--- config.mk ---
export PLATFORM = sky130hd
export DESIGN_NAME = txfe_control
export DESIGN_NICKNAME = d
export VERILOG_FILES = /design/src/hdl/txfe_pkg.sv /design/src/hdl/txfe_control.sv /design/src/hdl/txfe_serial_port.sv
export VERILOG_INCLUDE_DIRS = /design/src /design/src/hdl
export SDC_FILE = /design/constraint.sdc
export NUM_CORES = 1
export LEC_CHECK = 0
export BUFFER_PORTS_ARGS = -buffer_cell sky130_fd_sc_hd__buf_2
export CORE_ASPECT_RATIO = 2
export CORE_UTILIZATION = 54
export CTS_CLUSTER_SIZE = 8
export DETAILED_ROUTE_END_ITERATION = 6
export MAX_ROUTING_LAYER = met4
export PLACE_DENSITY = 0.75
export SETUP_SLACK_MARGIN = 0.4
export SYNTH_ARGS = -nofsm -noshare
export SYNTH_HDL_FRONTEND = slang
export SYNTH_SLANG_ARGS = --single-unit
--- constraint.sdc ---
create_clock -name sys_clk -period 1.7 [get_ports sys_clk]
set_clock_uncertainty 0.1 [all_clocks]
set_input_delay 0 -clock sys_clk [delete_from_list [all_inputs] [get_ports sys_clk]]
set_output_delay 0 -clock sys_clk [all_outputs]
set_load 0.05 [all_outputs]
--- src/hdl/txfe_defines.svh ---
// register addresses, field positions, reset values and frame counts
`ifndef TXFE_DEFINES_SVH
`define TXFE_DEFINES_SVH

`define TXFE_ADDR_CTRL2 5'h02
`define TXFE_ADDR_CTRL3 5'h03
`define TXFE_ADDR_CTRL5 5'h05
`define TXFE_ADDR_CTRL11 5'h0B
`define TXFE_ADDR_ID_LOW 5'h1E
`define TXFE_ADDR_ID_HIGH 5'h1F

`define TXFE_GEN_OUT_BIT 8
`define TXFE_OUT_INV_BIT 6
`define TXFE_AMP_INV_BIT 10
`define TXFE_LVL_CODE_MSB 5
`define TXFE_BIAS_MSB 2
`define TXFE_DAC_EN_BIT 7
`define TXFE_AMP_EN_BIT 6

`define TXFE_REG_RESET 16'h0000
`define TXFE_LVL_ZERO 6'h00
`define TXFE_ID_CONT_COUNT 4'h0

`define TXFE_HDR_LAST 5'h07
`define TXFE_HDR_BITS 5'h08
`define TXFE_FRAME_LAST 5'h17
`define TXFE_FRAME_BITS 5'h18
`define TXFE_PINS_IDLE 3'h4

`endif

--- src/hdl/txfe_pkg.sv ---
// types shared by the transmit front-end control block
`default_nettype none
package txfe_pkg;
    typedef enum logic [1:0] {
        TXFE_IDLE = 2'b00,
        TXFE_HEADER = 2'b01,
        TXFE_DATA = 2'b11
    } txfe_phase_t;
endpackage
`default_nettype wire

--- src/hdl/txfe_control.sv ---
// transmit front-end control outputs with their serial register file
//
// What the document asks of this block, its host and the parts it drives
// [RULE_01] general output pin follows the stored general output bit
// [RULE_02] host writes the output bit high for transmit, low for receive
// [RULE_03] output invert bit, reset clear, complements the general output pin
// [RULE_04] amplifier invert bit drives amplifier enable as complement of output
// [RULE_05] amplifier enable bit asserts amplifier enable during transmit while the amplifier invert bit is clear
// [RULE_06] both amplifier bits clear keep amplifier enable low
// [RULE_07] level DAC output forced to zero unless its enable bit is set
// [RULE_08] level DAC driven by 6-bit code, about 50 mV per step
// [RULE_09] level code gated to zero outside an active transmit cycle
// [RULE_10] external amplifier reaches full power within 5 us of enable
// [RULE_11] host sets antenna switch to transmit before internal amplifier on
// [RULE_12] 3-bit bias field selects one of eight internal amplifier powers
// [RULE_13] 32-bit identification split over two read-only 16-bit registers
// [RULE_14] outputs update the cycle after a write completes, glitch free
`default_nettype none
`include "txfe_defines.svh"
module txfe_control import txfe_pkg::*; #(
    parameter logic [3:0] ID_VERSION = 4'h1, // arbitrary value
    parameter logic [15:0] ID_PART = 16'h0001, // arbitrary value
    parameter logic [6:0] ID_MAKER = 7'h01 // arbitrary value
) (
    input wire logic sys_clk,
    input wire logic rstn,
    input wire logic serEnableN,
    input wire logic serClk,
    input wire logic serDataIn,
    output logic serDataOut,
    output logic serDataOe,
    input wire logic txActive,
    output logic generalOutPin,
    output logic extAmpEnableOut,
    output logic [5:0] extAmpLevelDac,
    output logic [2:0] intAmpBiasSelect
);
    logic genOutBit_reg;
    logic outInvert_reg;
    logic ampInvert_reg;
    logic [5:0] levelCode_reg;
    logic [2:0] biasSel_reg;
    logic dacEnable_reg;
    logic ampEnable_reg;
    logic [4:0] regAddr;
    logic [15:0] wrData;
    logic wrStrobe;
    logic [15:0] rdData;
    logic pinLevel;

    function automatic logic [15:0] readBack(input logic [4:0] a);
        logic [15:0] v;
        v = `TXFE_REG_RESET;
        case (a)
            `TXFE_ADDR_CTRL2: begin
                v[`TXFE_GEN_OUT_BIT] = genOutBit_reg;
            end
            `TXFE_ADDR_CTRL3: begin
                v[`TXFE_AMP_INV_BIT] = ampInvert_reg;
                v[`TXFE_OUT_INV_BIT] = outInvert_reg;
                v[`TXFE_LVL_CODE_MSB:0] = levelCode_reg;
            end
            `TXFE_ADDR_CTRL5: begin
                v[`TXFE_BIAS_MSB:0] = biasSel_reg;
            end
            `TXFE_ADDR_CTRL11: begin
                v[`TXFE_DAC_EN_BIT] = dacEnable_reg;
                v[`TXFE_AMP_EN_BIT] = ampEnable_reg;
            end
            `TXFE_ADDR_ID_LOW: begin
                v = {ID_PART[3:0], `TXFE_ID_CONT_COUNT, ID_MAKER, 1'b1}; // RULE_13
            end
            `TXFE_ADDR_ID_HIGH: begin
                v = {ID_VERSION, ID_PART[15:4]}; // RULE_13
            end
            default: begin
                v = `TXFE_REG_RESET;
            end
        endcase
        return v;
    endfunction

    assign rdData = readBack(regAddr);

    txfe_serial_port port_u (
        .sys_clk(sys_clk),
        .rstn(rstn),
        .serEnableN(serEnableN),
        .serClk(serClk),
        .serDataIn(serDataIn),
        .serDataOut(serDataOut),
        .serDataOe(serDataOe),
        .regAddr(regAddr),
        .wrData(wrData),
        .wrStrobe(wrStrobe),
        .rdData(rdData)
    );

    // only the documented bits are stored; the rest of each word reads zero
    always_ff @(posedge sys_clk or negedge rstn) begin
        if (!rstn) begin
            genOutBit_reg <= 1'b0;
            outInvert_reg <= 1'b0;
            ampInvert_reg <= 1'b0;
            levelCode_reg <= `TXFE_LVL_ZERO;
            biasSel_reg <= 3'h0;
            dacEnable_reg <= 1'b0;
            ampEnable_reg <= 1'b0;
        end else if (wrStrobe) begin
            case (regAddr)
                `TXFE_ADDR_CTRL2: begin
                    genOutBit_reg <= wrData[`TXFE_GEN_OUT_BIT]; // RULE_01
                end
                `TXFE_ADDR_CTRL3: begin
                    ampInvert_reg <= wrData[`TXFE_AMP_INV_BIT];
                    outInvert_reg <= wrData[`TXFE_OUT_INV_BIT]; // RULE_03
                    levelCode_reg <= wrData[`TXFE_LVL_CODE_MSB:0]; // RULE_08
                end
                `TXFE_ADDR_CTRL5: begin
                    biasSel_reg <= wrData[`TXFE_BIAS_MSB:0]; // RULE_12
                end
                `TXFE_ADDR_CTRL11: begin
                    dacEnable_reg <= wrData[`TXFE_DAC_EN_BIT];
                    ampEnable_reg <= wrData[`TXFE_AMP_EN_BIT];
                end
                default: begin
                end
            endcase
        end
    end

    assign pinLevel = genOutBit_reg ^ outInvert_reg; // RULE_03

    // registered pins: one cycle after the store, no decode glitches reach them
    always_ff @(posedge sys_clk or negedge rstn) begin
        if (!rstn) begin
            generalOutPin <= 1'b0;
            extAmpEnableOut <= 1'b0;
            extAmpLevelDac <= `TXFE_LVL_ZERO;
            intAmpBiasSelect <= 3'h0;
        end else begin
            generalOutPin <= pinLevel; // RULE_01 RULE_14
            if (ampInvert_reg) begin
                // second antenna switch line, independent of transmit state
                extAmpEnableOut <= ~pinLevel; // RULE_04
            end else begin
                extAmpEnableOut <= ampEnable_reg & txActive; // RULE_05 RULE_06
            end
            if (dacEnable_reg && txActive) begin // RULE_07 RULE_09
                extAmpLevelDac <= levelCode_reg; // RULE_08
            end else begin
                extAmpLevelDac <= `TXFE_LVL_ZERO; // RULE_07 RULE_09
            end
            intAmpBiasSelect <= biasSel_reg; // RULE_12 RULE_14
        end
    end
endmodule
`default_nettype wire

--- src/hdl/txfe_serial_port.sv ---
// serial control port slave: frame decode, write strobe, read shift-out
`default_nettype none
`include "txfe_defines.svh"
module txfe_serial_port import txfe_pkg::*; (
    input wire logic sys_clk,
    input wire logic rstn,
    input wire logic serEnableN,
    input wire logic serClk,
    input wire logic serDataIn,
    output logic serDataOut,
    output logic serDataOe,
    output logic [4:0] regAddr,
    output logic [15:0] wrData,
    output logic wrStrobe,
    input wire logic [15:0] rdData
);
    logic [2:0] pinsMeta_reg;
    logic [2:0] pinsSync_reg;
    logic clkLast_reg;
    txfe_phase_t phase_reg;
    logic [4:0] bitCnt_reg;
    logic [15:0] shiftIn_reg;
    logic isRead_reg;
    logic loadPending_reg;
    logic [14:0] shiftOut_reg;
    logic enN;
    logic sclk;
    logic din;
    logic rise;
    logic fall;

    assign enN = pinsSync_reg[2];
    assign sclk = pinsSync_reg[1];
    assign din = pinsSync_reg[0];
    assign rise = sclk & ~clkLast_reg;
    assign fall = ~sclk & clkLast_reg;

    // pins are asynchronous to sys_clk; edges are found after the second stage
    always_ff @(posedge sys_clk or negedge rstn) begin
        if (!rstn) begin
            pinsMeta_reg <= `TXFE_PINS_IDLE;
            pinsSync_reg <= `TXFE_PINS_IDLE;
            clkLast_reg <= 1'b0;
        end else begin
            pinsMeta_reg <= {serEnableN, serClk, serDataIn};
            pinsSync_reg <= pinsMeta_reg;
            clkLast_reg <= pinsSync_reg[1];
        end
    end

    // frame: read flag, two spare bits, 5-bit address, 16 data bits, msb first
    always_ff @(posedge sys_clk or negedge rstn) begin
        if (!rstn) begin
            phase_reg <= TXFE_IDLE;
            bitCnt_reg <= 5'h00;
            shiftIn_reg <= `TXFE_REG_RESET;
            isRead_reg <= 1'b0;
            loadPending_reg <= 1'b0;
            regAddr <= 5'h00;
            wrData <= `TXFE_REG_RESET;
            wrStrobe <= 1'b0;
        end else begin
            wrStrobe <= 1'b0;
            loadPending_reg <= 1'b0;
            if (enN) begin
                phase_reg <= TXFE_IDLE;
                bitCnt_reg <= 5'h00;
                isRead_reg <= 1'b0;
            end else begin
                case (phase_reg)
                    TXFE_IDLE: begin
                        phase_reg <= TXFE_HEADER;
                    end
                    TXFE_HEADER: begin
                        if (rise) begin
                            shiftIn_reg <= {shiftIn_reg[14:0], din};
                            bitCnt_reg <= bitCnt_reg + 5'h01;
                            if (bitCnt_reg == `TXFE_HDR_LAST) begin
                                phase_reg <= TXFE_DATA;
                                isRead_reg <= shiftIn_reg[6];
                                loadPending_reg <= shiftIn_reg[6];
                                regAddr <= {shiftIn_reg[3:0], din};
                            end
                        end
                    end
                    TXFE_DATA: begin
                        if (rise && bitCnt_reg != `TXFE_FRAME_BITS) begin
                            shiftIn_reg <= {shiftIn_reg[14:0], din};
                            bitCnt_reg <= bitCnt_reg + 5'h01;
                            // a write takes effect only once all 16 bits are in
                            if (bitCnt_reg == `TXFE_FRAME_LAST && !isRead_reg) begin
                                wrData <= {shiftIn_reg[14:0], din};
                                wrStrobe <= 1'b1;
                            end
                        end
                    end
                    default: begin
                        phase_reg <= TXFE_IDLE;
                    end
                endcase
            end
        end
    end

    // read data changes on falling serial clock so the master samples on rising
    always_ff @(posedge sys_clk or negedge rstn) begin
        if (!rstn) begin
            serDataOut <= 1'b0;
            serDataOe <= 1'b0;
            shiftOut_reg <= 15'h0000;
        end else if (enN) begin
            serDataOut <= 1'b0;
            serDataOe <= 1'b0;
        end else if (loadPending_reg) begin
            serDataOut <= rdData[15];
            shiftOut_reg <= rdData[14:0];
            serDataOe <= 1'b1;
        end else if (fall && serDataOe && bitCnt_reg > `TXFE_HDR_BITS) begin
            serDataOut <= shiftOut_reg[14];
            shiftOut_reg <= {shiftOut_reg[13:0], 1'b0};
        end
    end
endmodule
`default_nettype wire

Yosys cells after proc, flatten, opt, wreduce, memory -nomap -nowiden
Cells that the tools add are included.
W data, S select, Z words.

word-level totals
  flip-flop bits (word level) = 85
  bits of input ports = 6
  logic and storage cells = 118
  output and inout port bits = 13

operators by class
  magnitude comparators = 1
  reduce and logical (&&, ||, !) cells = 27
  bitwise gates (word level) = 8
  multiplexer cells = 39
  add/sub/neg operators = 1
  equal/unequal tests = 17

operators by type and width
  kind                   number
  $mux W15               2
  $mux W1                21
  $mux W10               2
  $pmux W10 S2           1
  $eq A5 B5 Y1 const B   3
  $mux W5                3
  $reduce_and A4 Y1      3
  $reduce_bool A2 Y1     6
  $eq A5 B2 Y1 const B   2
  $eq A5 B3 Y1 const B   2
  $pmux W5 S2            1
  $reduce_and A2 Y1      5
  $ne A3 B1 Y1 const B   3
  $pmux W3 S3            1
  $reduce_and A3 Y1      3
  $mux W2                4
  $mux W6                1
  $ne A2 B1 Y1 const B   3
  $pmux W2 S3            1
  $reduce_bool A3 Y1     2
  $add A5 B1 Y5 const B  1
  $eq A5 B4 Y1 const B   1
  $gt A5 B4 Y1 const B   1
  $logic_and A1 B1 Y1    5
  11 further kinds       16

Logic depth before layout (Yosys ltp)
  word-level depth = 7
  depth in mapped cells = 7
  depth with buffers taken out = 6

Modules after synthesis
From an unflattened synthesis, not the netlist that was laid out.

unflattened totals
  cell total of the unflattened synthesis = 278
  area, all modules = 4008.8 um2

by module, submodules not included
  module            times used  sequential area each (um2)  area an instance (um2)  cells each
  txfe_serial_port  1           1754.2                      2952.8                  204
  txfe_control      1           625.6                       1056.0                  74

Least setup slack after synthesis
No wires, ideal clock.

  path kind = reg2reg
  from = register port_u.bitCnt_reg[0]
  to = register port_u.serDataOut
  library setup time = 94 ps
  arrival time = 1662 ps
  path slack = -157 ps
  required time = 1506 ps
  stages on the path, launching flop included = 7
  buffers on the path = 0
  period minus slack after synthesis = 1857 ps
  cells stage by stage = dfrtp_1 inv_1 ha_1 or2b_2 a21oi_1 or4b_2 a211oi_1

on the way
  longest elaborated chain between the ends = 3

ends and longest elaborated chain
  element                        line                     source
  start: declaration             txfe_serial_port.sv:21   logic [4:0] bitCnt_reg;
  start signal: assignment       txfe_serial_port.sv:77   bitCnt_reg <= bitCnt_reg + 5'h01;
  start signal: assignment       txfe_serial_port.sv:89   bitCnt_reg <= bitCnt_reg + 5'h01;
  $gt A5 B4 Y1 (no line)         n/a
  $logic_and A1 B1 Y1 (no line)  n/a
  $reduce_bool A3 Y1 (no line)   n/a
  end signal: assignment         txfe_serial_port.sv:115  serDataOut <= rdData[15];
  end signal: assignment         txfe_serial_port.sv:119  serDataOut <= shiftOut_reg[14];
  end: declaration               txfe_serial_port.sv:10   output logic serDataOut,

Every way passes these cells.
A chain may end at the register's enable or synchronous reset.

Worst setup path in the final report
  from = register port_u.bitCnt_reg[1]
  to = register port_u.wrData[8]

on the way
  longest elaborated chain between the ends = 3
  elaborated cells between the ends (all ways) = 5
  those cells by class = 2 x eq/ne; 3 x reduce/logical

ends and longest elaborated chain
  element                                                 line                    source
  $eq A5 B5 Y1 (no line) or $ne A5 B5 Y1 (tied branches)  n/a
  $logic_and A1 B1 Y1 (on tied branches)                  n/a
  $reduce_and A4 Y1 (no line) (*)                         n/a
  end signal: assignment                                  txfe_serial_port.sv:60  wrData <= `TXFE_REG_RESET;
  end signal: assignment                                  txfe_serial_port.sv:92  wrData <= {shiftIn_reg[14:0], din};
  end: declaration                                        txfe_serial_port.sv:13  output logic [15:0] wrData,

Every way passes the cells marked *; elsewhere a longest branch is shown, timed or not.

==> run metrics <==
area leader, netlist dfrtp_1; share of cells above drive strength 1 roughly half; synthesized instance count approximately 260; final core occ around three quarters; Required @ worst endpoint between 1.5 and 2 ns; largest net degree at the start of global routing 40; Slew Viols, Final 0; Psw 0.9253 mW; RSZ-0062 raised after global routing yes; Synth Register Bits 84; EDFF count, synth 0; outcome finished with violations; WP data arrival between 2 and 2.5 ns; Hold WS -0.0008433 ns; vias 2394; final WL slightly below 8 mm; Cell Rows 41; fin crit period 1.928 ns; Max Cap Viol 0; die height ~120 microns; power share of the sequential group about half; Crit. End Element flip-flop; Least-Margin Pin Slew 0.4172 ns; Sw Share a little over a fifth; drt initial violations 160; Fmax achieved 518.7 MHz; Seq. cell area between 0.002 and 0.0025 sq mm; PD cells between 900 and 1000 mW/mm^2; H-tree depth 3; failing checks negative hold slack, negative setup slack; Largest register FFs 15; Longest Clk Path Bufs 2; setup ws final -0.2277 ns; die area roughly 0.0068 sq mm; IO Count 19; count leader, synth dfrtp_1; n_diodes 0; first-pass GRT wire length ~13 mm; # port buffers 18; Yosys top cell area share between 50% and 60%; Synth Cell Area between 0.003 and 0.004 sq mm; initial antenna violation count 0; Clock Latency Late Sink 0.34 ns; drt drc 0; gp weighted congestion between 0.8 and 0.9; critical setup path kind reg2reg; Int Pwr 3.377 mW; dpl ws -0.2485 ns; YS warnings 0; R2R cell count 6; Worst-path clk slew ~0.060 ns; Seq/Total Area, Yosys 60.72%; Post-synth top cells dfrtp_1, mux2_2, o21ai_0; Detailed Routing Iterations Pass 1 4; clock power share about 46%; fill count 403; initial core utilization 55.38%; die width ~59 microns; Max-Slew Margin vs Limit ~70%; drt via density between 5 and 6; CTS root buf clkbuf_16; top_reg_cell synth dfrtp_1; Syn Nets 272; ys async rst share 100.0%; CP startpoint kind flip-flop; synth unique cells 48; clk sinks 84; Peak VDD IR 0.8269 mV; Final Hold Viols 1; Final setup viols 59; leak pwr 2.222 nW; Setup crit start port_u.bitCnt_reg[1]$_DFFE_PN0P_; Total Routing Usage GR between 20% and 30%; multi-input combinational cell area between 0.0015 and 0.002 sq mm; final antenna-violating net count 0; CTS tree done; crit path max fanout 10; worst hold path type in2async; ranking of synthesized cells by area dfrtp_1, mux2_2, o21ai_0, mux2i_1, nand2_1; vias in the first global route 2552; r2r startpoint port_u.bitCnt_reg[1]$_DFFE_PN0P_; WL per Instance roughly 18 microns; Detail Placement HPWL just over 5 mm; global route overflow 0; Comb power frac between 4 and 5%; nets@finish about 350; cts bufs inserted 9; Syn Area/Cell 13.13 sq um; Fin Setup TNS -7.099 ns; period utilization 113.4%; area grow syn2layout 35.09%; core box area roughly 0.0063 sq mm
==> path summary, 6_finish.rpt <==
kind	slack [ns]	to
worst max-delay path	-0.23	port_u.wrData[8]$_DFFE_PN0P_
worst min-delay path	-0.0008	port_u.pinsSync_reg[1]$_DFF_PN0_
worst max register to register	-0.23	port_u.wrData[8]$_DFFE_PN0P_
worst min register to register	0.25	port_u.pinsSync_reg[1]$_DFF_PN0_
max in group asynchronous	0.88	port_u.shiftIn_reg[6]$_DFFE_PN0P_
min in group sys_clk	0.20	port_u.pinsMeta_reg[2]$_DFF_PN1_
==> power by group through the flow <==
| stage | sequential [mW] | combinational (mW) | clock, mW |
|---|---|---|---|
| floorplan | 2.13 | 0.0740 | 0 |
| CTS | 2.12 | 0.168 | 2.02 |
| global route | 2.13 | 0.210 | 2.12 |
| finish | 2.12 | 0.190 | 1.99 |
| global placement | 2.15 | 0.135 | 0 |
| detailed placement | 2.15 | 0.141 | 0 |
==> kinds of logic (layout without fill, tap and decap cells) <==
logic type / after synthesis / count (layout) / synth area share (%)
adder cells (fa/ha/maj): 2 / 2 / 0.7219
AND/OR/NAND/NOR: 70 / 70 / 12.89
XOR/XNOR: 2 / 2 / 0.5055
multiplexers: 50 / 50 / 16.03
AO/OA/AOI/OAI: 42 / 42 / 7.473
flip-flops: 84 / 84 / 60.72
buffers and inverters: 14 / 94 / 1.660
==> stage by stage <==
stage,std cells,power (mW),cell area [sq um]
after floorplan,264,2.201,3530
after global placement,389,2.288,3931
after detailed placement,389,2.296,3931
after CTS,421,4.302,4508
after global routing,430,4.456,4682
final,430,4.303,4682
==> critical path: stages (launching register included) <==
cell      delay [ns]
dfrtp_1         0.36
buf_4           0.13
ha_2            0.19
nand3b_1        0.23
nor3_4          0.28
buf_12          0.17
mux2_2          0.34
==> what timing repair did <==
action / in CTS / in global routing
endpoints found under the setup margin: 63 / 64
pin swaps: 10 / 8
gates resized for setup: 31 / 26
hold buffers: 5 / 0
hold endpoints to repair: 94 / 0
cloned: 1 / 0
buffers inserted: 10 / 9
==> layout by cell type (no fill, tap or decap), types with 3 or more instances in the layout <==
cell type,count
nor3_4,4
mux2i_1,6
clkinvlp_4,4
nand2_2,3
nand3_1,3
buf_4,33
o21ai_0,13
mux2_2,34
buf_6,13
nand2_1,13
nor2b_1,3
nor2_1,10
mux2_4,10
dfrtp_1,80
clkbuf_16,9
buf_12,3
inv_1,6
or3b_4,3
and3_1,6
nand3b_1,5
o2bb2ai_1,3
dlygate4sd3_1,5
buf_2,17
o21ai_1,10
==> layer usage <==
| metal | GRT usage (%) | vias up | share of wire (%) |
|---|---|---|---|
| li1 | - | 1099 | - |
| met1 | 28.59 | 1223 | 37 |
| met2 | 45.13 | 52 | 57 |
| met3 | 7.537 | 20 | 3.2 |
| met4 | 12.54 | 0 | 3.5 |
| met5 | - | - | 0 |
==> layout make-up <==
class | count | area share (%)
sequential | 84 | 45.00
multi-input combinational | 166 | 32.36
timing repair buffer | 72 | 13.17
clock buffer | 11 | 5.398
tap | 86 | 2.298
clock inverter | 5 | 1.283
inverter | 6 | 0.4810
No activity file was read; power rests on OpenSTA's default activity.
